--- src/design/fsc_cfg.svh ---
// Purpose: constants for the flash status/config link pair
// Assumes: pclk at 200 MHz, link clock made by the host end
// Notes: offsets, field positions, resets and timing counts
`ifndef FSC_CFG_SVH
`define FSC_CFG_SVH

// opcodes
`define FSC_OP_WREN 8'h06
`define FSC_OP_WRDI 8'h04
`define FSC_OP_RD1 8'h05
`define FSC_OP_RD2 8'h35
`define FSC_OP_RD3 8'h15
`define FSC_OP_WR1 8'h01
`define FSC_OP_WR2 8'h31
`define FSC_OP_WR3 8'h11
`define FSC_OP_SUSP 8'h75
`define FSC_OP_RESUME 8'h7A
`define FSC_OP_QUAD_ON 8'h38
`define FSC_OP_QUAD_OFF 8'hFF
`define FSC_OP_PFX1 8'hAA
`define FSC_OP_PFX2 8'h55
`define FSC_OP_ADDR4 8'hB7
`define FSC_OP_ADDR3 8'hE9
// field positions
`define FSC_SR1_GUARD 7
`define FSC_SR1_LATCH 1
`define FSC_SR2_PAUSE 7
`define FSC_SR2_LOCK_LO 3
`define FSC_SR2_FOUR 1
`define FSC_SR2_SUPPLY 0
`define FSC_SR3_ACT_W 0
`define FSC_SR3_PON_W 1
`define FSC_SR3_DUMMY_LO 2
`define FSC_SR3_STR_LO 5
`define FSC_SR3_PINSEL 7
// reset values and dummy counts
`define FSC_STR_RST 2'h1
`define FSC_DUMMY_RST 2'h0
`define FSC_DUMMY_8 4'h8
`define FSC_DUMMY_4 4'h4
`define FSC_DUMMY_6 4'h6
`define FSC_DUMMY_10 4'hA
// frame sizes in link bits
`define FSC_BITS_OP 5'h08
`define FSC_BITS_WR 5'h10
// host register offsets and fields
`define FSC_REG_CMD 8'h00
`define FSC_REG_STAT 8'h04
`define FSC_REG_PINS 8'h08
`define FSC_CMD_DATA 8
`define FSC_CMD_LONG 16
// link timing
`define FSC_PCLK_NS 5
`define FSC_SCK_NS 80
`define FSC_SCK_HALF (`FSC_SCK_NS / `FSC_PCLK_NS / 2)
`endif

--- src/design/fsc_link_if.sv ---
// Purpose: serial link between host controller and flash end
// Assumes: all wires one-way, link clock made by the host
// Notes: io2/io3 roles appear as guard_n and pause_n
`timescale 1ns/1ps
interface fsc_link_if;
   logic sck;
   logic cs_n;
   logic mosi;
   logic miso;
   logic guard_n;
   logic pause_n;
   modport dev (input sck, cs_n, mosi, guard_n, pause_n, output miso);
   modport host (output sck, cs_n, mosi, guard_n, pause_n, input miso);
endinterface

--- src/design/fsc_sync.sv ---
// Purpose: two-stage synchroniser bank for pins
// Assumes: each bit an independent level
// Notes: first stage is read only by the second
`timescale 1ns/1ps
module fsc_sync #(parameter int W = 1) (
   // clock and reset
   input wire logic pclk,
   input wire logic presetn,
   // pins in, levels out
   input wire logic [W-1:0] din,
   output logic [W-1:0] dout
);
   logic [W-1:0] meta_q;
   // double flop per bit
   for (genvar i = 0; i < W; i++) begin : g_bit
      always_ff @(posedge pclk or negedge presetn) begin
         if (!presetn) begin
            meta_q[i] <= 1'b1;
            dout[i] <= 1'b1;
         end else begin
            meta_q[i] <= din[i];
            dout[i] <= meta_q[i];
         end
      end
   end
endmodule // fsc_sync

--- src/design/fsc_device.sv ---
// Purpose: flash end: status/config bits behind the serial link
// Assumes: presetn is the power cycle; link pins asynchronous
// Notes: data moves on one line in every mode
`timescale 1ns/1ps
`include "fsc_cfg.svh"
module fsc_device (
   // clock and power reset
   input wire logic pclk,
   input wire logic presetn,
   // link
   fsc_link_if.dev link,
   // secure area access check
   input wire logic [1:0] sec_area_sel,
   input wire logic sec_wr_req,
   output logic sec_wr_refused,
   // configuration seen by the array logic
   output logic [1:0] drive_strength,
   output logic four_byte_addr,
   output logic four_line_en,
   output logic quad_cmd_mode,
   output logic [3:0] dummy_fast,
   output logic [3:0] dummy_dual_io,
   output logic [3:0] dummy_quad_io,
   output logic write_cycle_start
);
   logic sck_s, cs_n_s, mosi_s, guard_n_s, pause_n_s;
   logic sck_prev_q, cs_prev_q;
   logic [4:0] bit_cnt_q;
   logic [15:0] rx_q;
   logic [7:0] tx_q;
   logic miso_q;
   logic latch_q, guard_q, supply_q, otp_q, pause_q, four_q, quad_q;
   logic [2:0] locks_q;
   logic act_w_q, pon_w_q, pinsel_q;
   logic [1:0] str_q, dummy_q;
   logic [1:0] pfx_q;
   logic hold_fn, paused, pin_rst, rise, fall, frame_end;
   logic single, long_frm, wr_cmd, wr_ok, commit;
   logic [7:0] op, data, sr1, sr2, sr3, rd_op;

   fsc_sync #(.W(5)) u_sync (
      .pclk(pclk),
      .presetn(presetn),
      .din({link.sck, link.cs_n, link.mosi, link.guard_n, link.pause_n}),
      .dout({sck_s, cs_n_s, mosi_s, guard_n_s, pause_n_s})
   );

   // shared pin roles follow four-line enable and pin select
   assign hold_fn = ~four_q & ~pinsel_q;
   assign paused = hold_fn & ~pause_n_s;
   assign pin_rst = ~four_q & pinsel_q & ~pause_n_s;
   // edges are ignored while paused or in pin reset
   assign rise = sck_s & ~sck_prev_q & ~cs_n_s & ~paused & ~pin_rst;
   assign fall = ~sck_s & sck_prev_q & ~cs_n_s & ~paused & ~pin_rst;
   assign frame_end = cs_n_s & ~cs_prev_q & ~pin_rst;

   // decode the finished frame
   assign single = frame_end & (bit_cnt_q == `FSC_BITS_OP);
   assign long_frm = frame_end & (bit_cnt_q == `FSC_BITS_WR);
   assign op = long_frm ? rx_q[15:8] : rx_q[7:0];
   assign data = rx_q[7:0];
   assign wr_cmd = long_frm & (op == `FSC_OP_WR1 || op == `FSC_OP_WR2 || op == `FSC_OP_WR3);
   // guard pin only matters in plain or dual line mode with pins not data
   assign wr_ok = latch_q & ~supply_q & ~otp_q
      & ~(guard_q & ~guard_n_s & ~quad_q & ~four_q);
   assign commit = wr_cmd & wr_ok;

   // readback images, reserved bits read zero
   always_comb begin
      sr1 = 8'h00;
      sr1[`FSC_SR1_GUARD] = guard_q;
      sr1[`FSC_SR1_LATCH] = latch_q;
      sr2 = 8'h00;
      sr2[`FSC_SR2_PAUSE] = pause_q;
      sr2[`FSC_SR2_LOCK_LO +: 3] = locks_q;
      sr2[`FSC_SR2_FOUR] = four_q;
      sr2[`FSC_SR2_SUPPLY] = supply_q;
      sr3 = 8'h00;
      sr3[`FSC_SR3_ACT_W] = act_w_q;
      sr3[`FSC_SR3_PON_W] = pon_w_q;
      sr3[`FSC_SR3_DUMMY_LO +: 2] = dummy_q;
      sr3[`FSC_SR3_STR_LO +: 2] = str_q;
      sr3[`FSC_SR3_PINSEL] = pinsel_q;
   end

   // opcode as it completes on the eighth rising edge
   assign rd_op = {rx_q[6:0], mosi_s};

   // serial shift engine
   always_ff @(posedge pclk or negedge presetn) begin
      if (!presetn) begin
         sck_prev_q <= 1'b0;
         cs_prev_q <= 1'b1;
         bit_cnt_q <= 5'h00;
         rx_q <= 16'h0000;
         tx_q <= 8'h00;
         miso_q <= 1'b0;
      end else begin
         sck_prev_q <= sck_s;
         cs_prev_q <= cs_n_s;
         if (cs_n_s || pin_rst) begin
            bit_cnt_q <= 5'h00;
         end else if (rise) begin
            rx_q <= {rx_q[14:0], mosi_s};
            if (bit_cnt_q != 5'h1F) begin
               bit_cnt_q <= bit_cnt_q + 5'h01;
            end
            if (bit_cnt_q == `FSC_BITS_OP - 5'h01) begin
               unique case (rd_op)
                  `FSC_OP_RD1: tx_q <= sr1;
                  `FSC_OP_RD2: tx_q <= sr2;
                  `FSC_OP_RD3: tx_q <= sr3;
                  default: tx_q <= 8'h00;
               endcase
            end
         end else if (fall && bit_cnt_q >= `FSC_BITS_OP) begin
            miso_q <= tx_q[7]; // shift out on falling edges
            tx_q <= {tx_q[6:0], 1'b0};
         end
      end
   end
   assign link.miso = miso_q;

   // write latch: set by enable, cleared by disable or a taken write
   always_ff @(posedge pclk or negedge presetn) begin
      if (!presetn) begin
         latch_q <= 1'b0;
      end else if (pin_rst) begin
         latch_q <= 1'b0;
      end else if (single && op == `FSC_OP_WREN) begin
         latch_q <= 1'b1;
      end else if ((single && op == `FSC_OP_WRDI) || commit) begin
         latch_q <= 1'b0;
      end
   end

   // protection bits; the supply lock only clears with power
   always_ff @(posedge pclk or negedge presetn) begin
      if (!presetn) begin
         guard_q <= 1'b0;
         supply_q <= 1'b0;
         otp_q <= 1'b0;
      end else if (commit) begin
         if (op == `FSC_OP_WR1) begin
            guard_q <= data[`FSC_SR1_GUARD];
         end
         if (op == `FSC_OP_WR2) begin
            supply_q <= data[`FSC_SR2_SUPPLY];
         end
         if (pfx_q == 2'h2) begin
            otp_q <= 1'b1;
         end
      end
   end

   // prefix tracker: AA then 55 arms the next status write
   always_ff @(posedge pclk or negedge presetn) begin
      if (!presetn) begin
         pfx_q <= 2'h0;
      end else if (pin_rst) begin
         pfx_q <= 2'h0;
      end else if (single && op == `FSC_OP_PFX1) begin
         pfx_q <= 2'h1;
      end else if (single && op == `FSC_OP_PFX2 && pfx_q == 2'h1) begin
         pfx_q <= 2'h2;
      end else if (single && op == `FSC_OP_WREN) begin
         pfx_q <= pfx_q; // enable may sit between prefix and write
      end else if (frame_end) begin
         pfx_q <= 2'h0;
      end
   end

   // pause flag follows suspend and resume
   always_ff @(posedge pclk or negedge presetn) begin
      if (!presetn) begin
         pause_q <= 1'b0;
      end else if (pin_rst) begin
         pause_q <= 1'b0;
      end else if (single && op == `FSC_OP_SUSP) begin
         pause_q <= 1'b1;
      end else if (single && op == `FSC_OP_RESUME) begin
         pause_q <= 1'b0;
      end
   end

   // secure locks: or-in only, a zero never clears one
   always_ff @(posedge pclk or negedge presetn) begin
      if (!presetn) begin
         locks_q <= 3'h0;
      end else if (commit && op == `FSC_OP_WR2) begin
         locks_q <= locks_q | data[`FSC_SR2_LOCK_LO +: 3];
      end
   end

   // secure area check answered one cycle after the request
   always_ff @(posedge pclk or negedge presetn) begin
      if (!presetn) begin
         sec_wr_refused <= 1'b0;
      end else begin
         sec_wr_refused <= sec_wr_req & (sec_area_sel != 2'h0)
            & locks_q[sec_area_sel - 2'h1];
      end
   end

   // four-line enable and command mode
   always_ff @(posedge pclk or negedge presetn) begin
      if (!presetn) begin
         four_q <= 1'b0;
         quad_q <= 1'b0;
      end else begin
         if (commit && op == `FSC_OP_WR2) begin
            four_q <= data[`FSC_SR2_FOUR] | quad_q;
         end
         if (pin_rst) begin
            quad_q <= 1'b0;
         end else if (single && op == `FSC_OP_QUAD_ON && four_q) begin
            quad_q <= 1'b1;
         end else if (single && op == `FSC_OP_QUAD_OFF) begin
            quad_q <= 1'b0;
         end
      end
   end

   // third register fields; power-on width only via 11h after 06h
   always_ff @(posedge pclk or negedge presetn) begin
      if (!presetn) begin
         pon_w_q <= 1'b0;
         str_q <= `FSC_STR_RST;
         dummy_q <= `FSC_DUMMY_RST;
         pinsel_q <= 1'b0;
      end else if (commit && op == `FSC_OP_WR3) begin
         pon_w_q <= data[`FSC_SR3_PON_W];
         str_q <= data[`FSC_SR3_STR_LO +: 2];
         dummy_q <= data[`FSC_SR3_DUMMY_LO +: 2];
         pinsel_q <= data[`FSC_SR3_PINSEL];
      end
   end

   // active width: reloaded from the power-on bit by any reset
   always_ff @(posedge pclk or negedge presetn) begin
      if (!presetn) begin
         act_w_q <= 1'b0; // power-on bit is zero here too
      end else if (pin_rst) begin
         act_w_q <= pon_w_q;
      end else if (single && op == `FSC_OP_ADDR4) begin
         act_w_q <= 1'b1;
      end else if (single && op == `FSC_OP_ADDR3) begin
         act_w_q <= 1'b0;
      end
   end

   // internal write cycle starts only for an accepted write
   always_ff @(posedge pclk or negedge presetn) begin
      if (!presetn) begin
         write_cycle_start <= 1'b0;
      end else begin
         write_cycle_start <= commit;
      end
   end

   // dummy counts per read family
   always_ff @(posedge pclk or negedge presetn) begin
      if (!presetn) begin
         dummy_fast <= `FSC_DUMMY_8;
         dummy_dual_io <= `FSC_DUMMY_4;
         dummy_quad_io <= `FSC_DUMMY_6;
      end else begin
         dummy_fast <= `FSC_DUMMY_8;
         dummy_dual_io <= dummy_q[0] ? `FSC_DUMMY_8 : `FSC_DUMMY_4;
         unique case (dummy_q)
            2'b00: dummy_quad_io <= `FSC_DUMMY_6;
            2'b01: dummy_quad_io <= `FSC_DUMMY_4;
            2'b10: dummy_quad_io <= `FSC_DUMMY_8;
            2'b11: dummy_quad_io <= `FSC_DUMMY_10;
         endcase
      end
   end

   // configuration views
   assign drive_strength = str_q;
   assign four_byte_addr = act_w_q;
   assign four_line_en = four_q;
   assign quad_cmd_mode = quad_q;
endmodule // fsc_device

--- src/flat_wrapper.sv ---
// flat-port wrapper written by rule: the top's interface ports become plain ports
module fsc_device_flat 
  (pclk, presetn, sec_area_sel, sec_wr_req, sec_wr_refused, drive_strength, four_byte_addr, four_line_en, quad_cmd_mode, dummy_fast, dummy_dual_io, dummy_quad_io, write_cycle_start, link_sck, link_cs_n, link_mosi, link_guard_n, link_pause_n, link_miso);
  fsc_link_if link_i ();
  input wire logic pclk;
  input wire logic presetn;
  input wire logic [1:0] sec_area_sel;
  input wire logic sec_wr_req;
  output logic sec_wr_refused;
  output logic [1:0] drive_strength;
  output logic four_byte_addr;
  output logic four_line_en;
  output logic quad_cmd_mode;
  output logic [3:0] dummy_fast;
  output logic [3:0] dummy_dual_io;
  output logic [3:0] dummy_quad_io;
  output logic write_cycle_start;
  input wire logic [$bits(link_i.sck)-1:0] link_sck;
  input wire logic [$bits(link_i.cs_n)-1:0] link_cs_n;
  input wire logic [$bits(link_i.mosi)-1:0] link_mosi;
  input wire logic [$bits(link_i.guard_n)-1:0] link_guard_n;
  input wire logic [$bits(link_i.pause_n)-1:0] link_pause_n;
  output wire logic [$bits(link_i.miso)-1:0] link_miso;
  assign link_i.sck = link_sck;
  assign link_i.cs_n = link_cs_n;
  assign link_i.mosi = link_mosi;
  assign link_i.guard_n = link_guard_n;
  assign link_i.pause_n = link_pause_n;
  assign link_miso = link_i.miso;
  fsc_device u_core (.pclk(pclk), .presetn(presetn), .link(link_i), .sec_area_sel(sec_area_sel), .sec_wr_req(sec_wr_req), .sec_wr_refused(sec_wr_refused), .drive_strength(drive_strength), .four_byte_addr(four_byte_addr), .four_line_en(four_line_en), .quad_cmd_mode(quad_cmd_mode), .dummy_fast(dummy_fast), .dummy_dual_io(dummy_dual_io), .dummy_quad_io(dummy_quad_io), .write_cycle_start(write_cycle_start));
endmodule
--- config.mk ---
export PLATFORM = sky130hd
export DESIGN_NAME = fsc_device_flat
export DESIGN_NICKNAME = d
export VERILOG_FILES = /design/src/design/fsc_link_if.sv /design/src/design/fsc_sync.sv /design/src/design/fsc_device.sv /design/src/flat_wrapper.sv
export VERILOG_INCLUDE_DIRS = /design/src /design/src/design
export SDC_FILE = /design/constraint.sdc
export NUM_CORES = 1
export LEC_CHECK = 0
export BUFFER_PORTS_ARGS = -buffer_cell sky130_fd_sc_hd__buf_2
export CORE_MARGIN = 2
export CORE_UTILIZATION = 50
export DETAILED_ROUTE_END_ITERATION = 10
export PLACE_DENSITY = 0.76
export SLEW_MARGIN = 5
export SYNTH_ARGS = -nofsm -noshare
export SYNTH_HDL_FRONTEND = slang
export SYNTH_SLANG_ARGS = --single-unit
--- constraint.sdc ---
create_clock -name pclk -period 3 [get_ports pclk]
set_input_delay 0.6 -clock pclk [delete_from_list [all_inputs] [get_ports pclk]]
set_output_delay 0.6 -clock pclk [all_outputs]
set_load 0.01 [all_outputs]
# [Word level (Yosys, flattened, before mapping)]
# Cells that the tools add are included.
[classes] n_bitwise=44 n_eq_ne=27 reduce_logical=37 addsub=2 mux=29 magnitude_cmp=2
[ops] op="$eq 8x8->1 const B" count=4
[ops] op="$mux 8" count=4
[ops] op="$and 1x1->1" count=26
[ops] op="$eq 8x3->1 const B" count=3
[ops] op="$eq 8x6->1 const B" count=3
[ops] op="$eq 8x7->1 const B" count=3
[ops] op="$pmux 8 s3" count=1
[ops] op="$eq 8x5->1 const B" count=2
[ops] op="$not 1->1" count=16
[ops] op="$pmux 4 s4" count=1
[ops] op="$logic_and 1x1->1" count=15
[ops] op="$mux 5" count=3
[ops] op="$mux 1" count=13
[ops] op="$reduce_and 2->1" count=6
[ops] op="$reduce_bool 3->1" count=4
[ops] op="$mux 2" count=5
[ops] op="$eq 8x1->1 const B" count=1
[ops] op="$reduce_bool 2->1" count=4
[ops] op="$eq 2x2->1 const B" count=3
[ops] op="$reduce_and 3->1" count=2
[ops] op="$add 5x1->5 const B" count=1
[ops] op="$eq 5x3->1 const B" count=1
[ops] op="$eq 5x4->1 const B" count=1
[ops] op="$eq 5x5->1 const B" count=1
[ops] op="14 further kinds" count=18
[totals] inputBits=10 elab_cells=175 ff_bits=71 output_inout_bits=20

# [Logic depth before layout (Yosys ltp)]
# Gate-level depths: netlist of the first run.
[depth] word_depth=16 depth_mapped=8 depth_no_buf=7

# [By module]
# From an unflattened synthesis of the first run, not the netlist that was laid out.
[unflattened] cells_unflattened=300 area_unflattened_um2=3250.6
[modules_own_cells] module="fsc_device" area_each_um2=2987.9 cells_each=290 seq_area_each_um2=1457.6 instances=1
[modules_own_cells] module="fsc_sync" area_each_um2=262.8 cells_each=10 seq_area_each_um2=262.8 instances=1

# [Worst setup path before layout of the first run]
# No wires, ideal clock.
[synth_path] path_kind="flip-flop to flip-flop" from="register u_core.bit_cnt_q[0]" to="register u_core.str_q[1], in the netlist u_core.drive_strength[1]" slack_ps=712 setup_ps=125 synth_period_minus_slack_ps=2288 t_arrival_ps=2163 path_buffers=1 required_ps=2875 stages_incl_launch_ff=9 path_cell_list="dfrtp_1 inv_1 ha_1 nor4bb_1 buf_2 nand3_2 mux2i_1 nor4_4 mux2_2"
[synth_between] elab_chain_len=9 word_cells_on_any_way=11 cone_classes="4 x eq/ne; 1 x mux; 3 x bitwise; 3 x reduce/logical"
[synth_rtl] element="start: declaration" line_no="fsc_device.sv:28" rtl="logic [4:0] bit_cnt_q;"
[synth_rtl] element="start signal: assignment" line_no="fsc_device.sv:106" rtl="bit_cnt_q <= bit_cnt_q + 5'h01;"
[synth_rtl] element="$eq 5x5->1 (no source line) *"
[synth_rtl] element="$and 1x1->1 *" line_no="fsc_device.sv:59" rtl="assign long_frm = frame_end & (bit_cnt_q == `FSC_BITS_WR);"
[synth_rtl] element="$mux 8" line_no="fsc_device.sv:60" rtl="assign op = long_frm ? rx_q[15:8] : rx_q[7:0];"
[synth_rtl] element="$eq 8x1->1 (no source line) / $eq 8x6->1 (equally long branches)"
[synth_rtl] element="$logic_or 1x1->1 (no source line) (2 in a row)"
[synth_rtl] element="$and 1x1->1" line_no="fsc_device.sv:62" rtl="assign wr_cmd = long_frm & (op == `FSC_OP_WR1 || op == `FSC_OP_WR2 || op == `FSC_OP_WR3);"
[synth_rtl] element="$and 1x1->1" line_no="fsc_device.sv:66" rtl="assign commit = wr_cmd & wr_ok;"
[synth_rtl] element="$logic_and 1x1->1 (no source line) *"
[synth_rtl] element="end signal: assignment" line_no="fsc_device.sv:228" rtl="str_q <= `FSC_STR_RST;"
[synth_rtl] element="end signal: assignment" line_no="fsc_device.sv:233" rtl="str_q <= data[`FSC_SR3_STR_LO +: 2];"
[synth_rtl] element="end: declaration" line_no="fsc_device.sv:35" rtl="logic [1:0] str_q, dummy_q;"
# Every way passes the cells marked *; elsewhere a longest branch is shown, timed or not.
# A chain may end at the register's enable or synchronous reset.

# [Final worst setup path of the first run]
# Same ends and word-level chain as after synthesis.

==> impl_metrics.tcl, run 1 <==
set metrics [dict create \
    status "complete, but fails checks" \
    violations "design-rule violations" \
    grt_max_degree 69 \
    netlist.area_leader.share_pct 39.58 \
    cap_violations 0 \
    area_growth_pct 11.58 \
    finalClockSkew_ns 0.01151 \
    wl_per_cell_um 17.49 \
    dieWidth_um 85.86 \
    drt_iter0_markers 234 \
    io_pins 30 \
    yosys_warnings 0 \
    routabilityCongestion 1.002 \
    grt_pass1_wl_mm 12.31 \
    synth.area.top_cells "dfrtp_1 40%, dfstp_2 12%, nand2_1 5.8%" \
    pwr-share-clk_pct 41.1 \
    fin_crit_ns 2.642 \
    p_comb_share_pct 7.7 \
    hold_violations 0 \
    p_seq_share_pct 51.2 \
    synth_edf_count 0 \
    crit_end "u_core.drive_strength[1]" \
    routed_wirelength_mm 7.537 \
    fin_area_mm2 0.003739 \
    synth_most_common_cell "dfrtp_1" \
    antenna_found_initial 0 \
    fin_tns_setup_ns 0 \
    syn_area_mm2 0.003351 \
    criticalPathCategory "flip-flop to flip-flop" \
    h-tree-depth 3 \
    ant_nets 0 \
    cts_setup_buffers 0 \
    p_sw_mw 0.5278 \
    maxSlewViolCount 0 \
    yosysUniqueCellTypes 55 \
    synth-main-ff-cell "dfrtp_1" \
    post_dp_cell_area_mm2 0.003531 \
    power.leakage_nw 1.755 \
    max-slew-margin-rel_pct 22.61 \
    clock.fmax_mhz 378.5 \
    cts_resized 0 \
    worstPathCellList "inv_1 -> ha_1 -> nor4bb_1 -> buf_4 -> nand3_2 -> mux2i_1 -> nor4_4 -> mux2_2" \
    cts_hold_buffers 0 \
    grt_pass1_vias 2421 \
    slowest_stage "dfrtp_1" \
    netSwitchingFraction_pct 27.43 \
    rows 29 \
    grt_usage_pct 21.67 \
    r2r-end "u_core.drive_strength[1]" \
    reg2reg_depth 8 \
    synth_cells 327 \
    dp_hpwl_mm 5.123 \
    cts.sinks 68 \
    gr-total-overflow 0 \
    start_util_pct 52.17 \
    slowest_delay_ns 0.43 \
    grt_setup_unrepaired "no" \
    die_area_mm2 0.007372 \
    nets 367 \
    cts_tree "yes" \
    drc 3 \
    hp-class "input port to asynchronous set/reset pin" \
    fp.coreArea_mm2 0.006422 \
    drt-vias-per-instance 5.986 \
    cp-start-kind "flip-flop" \
    setup_viol 0 \
    cts_root_buf "clkbuf_8" \
    synthArstFlopShare_pct 100.0 \
    clk_pin_slew_worst_paths_ns 0.08 \
    period_share_pct 88.06 \
    required_ns 3.23 \
    setup_slack_ns 0.3583 \
    dieHeight_um 85.86 \
    rrSetupSlack_ns 0.36 \
    yosysTopAreaCell "dfrtp_1" \
    worstSetupEndpointType "flip-flop" \
    ir_drop_v 0.0002715 \
    pre_cts_ws_ns 0.3943 \
    p_int_mw 1.397 \
    worstPathMaxFanout 9 \
    firstDrtPassIters 11 \
    cts_buffer_depth 2 \
    postSynthAreaPerCell_um2 10.25 \
    num_vias 2580 \
    clock_latency_ns 0.35 \
    critPathLaunch "u_core.bit_cnt_q[0]" \
    r2r_start "u_core.bit_cnt_q[0]" \
    yosys-top-cells-count "53 x dfrtp_1, 52 x nand2_1, 17 x nor2_1, 15 x dfstp_2, 15 x inv_1" \
    ys_seq_area_share_pct 51.34 \
    crit_arrival_ns 2.88 \
    tightest_slew_ns 1.146 \
    port_buffers 22 \
    p_per_area_mw_per_mm2 514.8 \
    drive_gt1_share_pct 22.60 \
    ys_ff_latch 68 \
    cts_made_buffers 9 \
    insertedDiodeCount 0 \
]
cell families (layout without fill, tap and decap cells):
family | Yosys count | after routing | synth area share [%]
AO/OA/AOI/OAI | 49 | 49 | 10.20
XOR/XNOR | 3 | 3 | 0.7843
adder cells (fa/ha/maj) | 8 | 8 | 2.987
buffers and inverters | 38 | 60 | 5.116
flip-flops | 68 | 68 | 51.34
multiplexers | 26 | 26 | 8.252
other | 2 | 7 | 0.2241
AND/OR/NAND/NOR | 133 | 133 | 21.10
worst min path at each step:
stage | endpoint | slack [ns] | cells after the start
2_1_floorplan | u_core.bit_cnt_q[0] | 0.30 | 0
3_3_place_gp | u_core.u_sync.dout[4] | 0.35 | 0
3_5_place_dp | u_core.u_sync.dout[1] | 0.35 | 0
4_1_cts | u_core.locks_q[2] | 0.27 | 2
5_1_grt | u_core.locks_q[2] | 0.29 | 2
6_report | u_core.locks_q[2] | 0.26 | 2
flip-flops by register name, indices dropped and copies added, names as in the netlist, 2 cells and up:
register               count
u_core.tx_q                8
u_core.pfx_q               2
u_core.drive_strength      2
u_core.bit_cnt_q           5
u_core.dummy_q             2
u_core.dummy_quad_io       3
u_core.u_sync.meta_q       5
u_core.u_sync.dout         5
u_core.dummy_dual_io       2
u_core.locks_q             3
u_core.rx_q               16
per-stage QoR:
stage / hold slack (ns) / utilization, % / power [mW] / cells
after global routing: 0.2870 / 58.21 / 1.996 / 431
after floorplan: 0.3044 / - / 1.086 / 332
final: 0.2593 / 58.21 / 1.925 / 431
after detailed placement: 0.3468 / 54.98 / 1.146 / 415
after global placement: 0.3460 / 54.98 / 1.143 / 415
after CTS: 0.2727 / 58.21 / 1.934 / 431
cell type report:
cell class / count / area (um^2)
clock inverter: 7 / 83.83
timing repair buffer: 29 / 175.2
sequential: 68 / 1720
multi-input combinational: 226 / 1483
fill: 539 / 2684
clock buffer: 9 / 123.9
tap: 77 / 96.34
inverter: 15 / 56.30
cells in the final DEF (no fill, tap or decap), types with 6 or more instances in the layout:
cell / Yosys / layout
inv_1: 15 / 15
buf_4: 7 / 6
dfrtp_1: 53 / 53
mux2_2: 12 / 12
nor2_1: 17 / 17
nor3_1: 8 / 7
mux2i_1: 13 / 13
a31oi_1: 7 / 7
nand3_1: 8 / 8
conb_1: 2 / 7
nand4_1: 6 / 6
o21ai_0: 10 / 10
dfstp_2: 15 / 15
nand2b_1: 7 / 7
buf_2: 2 / 22
clkbuf_8: 0 / 9
nand2_1: 52 / 52
ha_1: 8 / 8
critical path: cells and delay by family, from the launching register on:
family	cells	cell delay, ns
AND/OR/NAND/NOR	3	0.94
adder cells (fa/ha/maj)	1	0.21
flip-flops	1	0.43
multiplexers	2	0.66
buffers and inverters	2	0.30
power by group through the flow:
stage	Combinational, mW	Sequential [mW]	Clock [mW]
final	0.148	0.986	0.791
after global routing	0.163	0.991	0.842
after CTS	0.146	0.984	0.803
after detailed placement	0.145	1.00	0
after global placement	0.144	0.999	0
after floorplan	0.104	0.983	0
routing by layer:
metal	GRT usage, %	share of wire [%]
met1	29.14	45
met2	34.32	47
met3	4.042	5.7
met4	9.524	2.2
met5	0	0
Power figures use the tool's default switching activity.
==> run 2, diff against run 1 <==
CORE_UTILIZATION = 56   (was 50)
PLACE_DENSITY = 0.83   (was 0.76)
==> impl_metrics.tcl, run 2 (synthesis gave the netlist of run 1 again) <==
set metrics [dict create \
    cts_hold_buffers 0 \
    dp_hpwl_mm 5.279 \
    antenna_found_initial 0 \
    grt_setup_unrepaired "no" \
    use_met2_pct 40.66 \
    period_share_pct 87.46 \
    cap_violations 0 \
    rows 28 \
    hold_violations 0 \
    finalClockSkew_ns 0.008337 \
    wl_per_cell_um 17.06 \
    max-slew-margin-rel_pct 28.96 \
    criticalPathCategory "flip-flop to flip-flop" \
    grt_usage_pct 25.20 \
    status "finished clean" \
    largestRegisters "u_core.rx_q x16, u_core.tx_q x8" \
    placedCellCount 413 \
    slowest_delay_ns 0.43 \
    tightest_slew_ns 1.052 \
    grt_pass1_vias 2516 \
    grt_max_degree 36 \
    insertedDiodeCount 0 \
    dieWidth_um 81.35 \
    top_usage_layer "met2" \
    routed_wirelength_mm 7.320 \
    crit_end "u_core.pon_w_q" \
    hp-class "input port to asynchronous set/reset pin" \
    met1_usage_pct 32.39 \
    grt_pass1_wl_mm 12.34 \
    fin_tns_setup_ns 0 \
    gr-total-overflow 0 \
    cts_setup_buffers 0 \
    required_ns 3.23 \
    critPathLaunch "u_core.bit_cnt_q[0]" \
    critical_path_depth 8 \
    clock_latency_ns 0.35 \
    drt-vias-per-instance 6.086 \
    fin_cells 429 \
    dieHeight_um 81.35 \
    cts_buffer_depth 2 \
    fp.coreArea_mm2 0.005851 \
    p_per_area_mw_per_mm2 510.4 \
    h-tree-depth 3 \
    top_register "u_core.rx_q" \
    cp-start-kind "flip-flop" \
    die_area_mm2 0.006618 \
    io_pins 30 \
    cts_made_buffers 9 \
    rrSetupSlack_ns 0.38 \
    reg2reg_depth 8 \
    ant_nets 0 \
    worstPathCellList "inv_1 -> ha_1 -> nor4bb_1 -> buf_4 -> nand3_2 -> mux2i_1 -> nor4_4 -> mux2_2" \
    routabilityCongestion 0.9416 \
    fill_cells 430 \
    area_growth_pct 11.58 \
    power.leakage_nw 1.753 \
    grt_use_met3_pct 7.111 \
    critPathTopFamily "simple AND/OR/NAND/NOR gates" \
    ir_drop_v 0.0003338 \
    fin_crit_ns 2.624 \
    clock.fmax_mhz 381.1 \
    slowest_stage "dfrtp_1" \
    r2r-end "u_core.pon_w_q" \
    path_buf_inv 2 \
    worstPathMaxFanout 9 \
    num_vias 2611 \
    firstDrtPassIters 5 \
    setup_viol 0 \
    cts_tree "yes" \
    drt_iter0_markers 319 \
    layout_commonest_cell "dfrtp_1" \
    start_util_pct 57.27 \
    drc 0 \
    cts_resized 0 \
    final_cell_mix "53 x dfrtp_1, 52 x nand2_1, 22 x buf_2, 17 x nor2_1" \
    crit_arrival_ns 2.86 \
    worstSetupEndpointType "flip-flop" \
    r2r_start "u_core.bit_cnt_q[0]" \
    cts.sinks 68 \
    nets 367 \
    port_buffers 22 \
    largest_reg_flops 16 \
    clk_pin_slew_worst_paths_ns 0.07 \
    maxSlewViolCount 0 \
    drive_gt1_share_pct 22.60 \
    cts_root_buf "clkbuf_8" \
]
==> run 2: changes by cell type in the layout (fill, tap and decap cells not counted), sizes merged <==
cell / delta
clkbuf: +2
inv: -2
clkinv: -1
clkinvlp: +1
==> run 2: metrics by stage <==
step / hold slack, ns / instance area, um^2 / power, mW / worst slack [ns] / util, %
after floorplan: 0.3044 / 3369 / 1.086 / 0.7125 / -
after global placement: 0.3452 / 3528 / 1.141 / 0.5229 / 60.31
after detailed placement: 0.3473 / 3528 / 1.146 / 0.4363 / 60.31
after CTS: 0.3269 / 3739 / 1.926 / 0.4032 / 63.90
after global routing: 0.3259 / 3739 / 1.988 / 0.2347 / 63.90
final: 0.3196 / 3739 / 1.908 / 0.3761 / 63.90
==> run 2: area by class of cell <==
type | count | area, um^2 | area share [%]
Clock buffer | 11 | 151.4 | 4.050
Clock inverter | 5 | 58.81 | 1.573
Inverter | 15 | 56.30 | 1.506
Multi-Input combinational cell | 226 | 1483 | 39.66
Sequential cell | 68 | 1720 | 46.02
Tap cell | 75 | 93.84 | 2.510
Timing Repair Buffer | 29 | 175.2 | 4.685
==> run 2: power by group <==
part	total [mW]	internal [mW]	switching (mW)
Clock	0.776	0.430	0.346
Sequential	0.986	0.948	0.0379
Combinational	0.146	0.0516	0.0945
Total	1.91	1.43	0.479
==> run 2: routing by layer <==
layer	up-vias	wire length (um)
li1	1176	-
met1	1282	3052
met2	130	3527
met3	23	570
met4	0	170
met5	-	0
==> run 2: worst min-delay path by stage <==
stage / start / to / slack, ns
3_3_place_gp: u_core.u_sync.meta_q[0] / u_core.u_sync.dout[0] / 0.35
2_1_floorplan: presetn / u_core.bit_cnt_q[0] / 0.30
3_5_place_dp: u_core.u_sync.meta_q[1] / u_core.u_sync.dout[1] / 0.35
4_1_cts: presetn / u_core.dummy_quad_io[3] / 0.33
6_report: presetn / u_core.dummy_quad_io[3] / 0.32
5_1_grt: link_guard_n / u_core.u_sync.meta_q[1] / 0.33
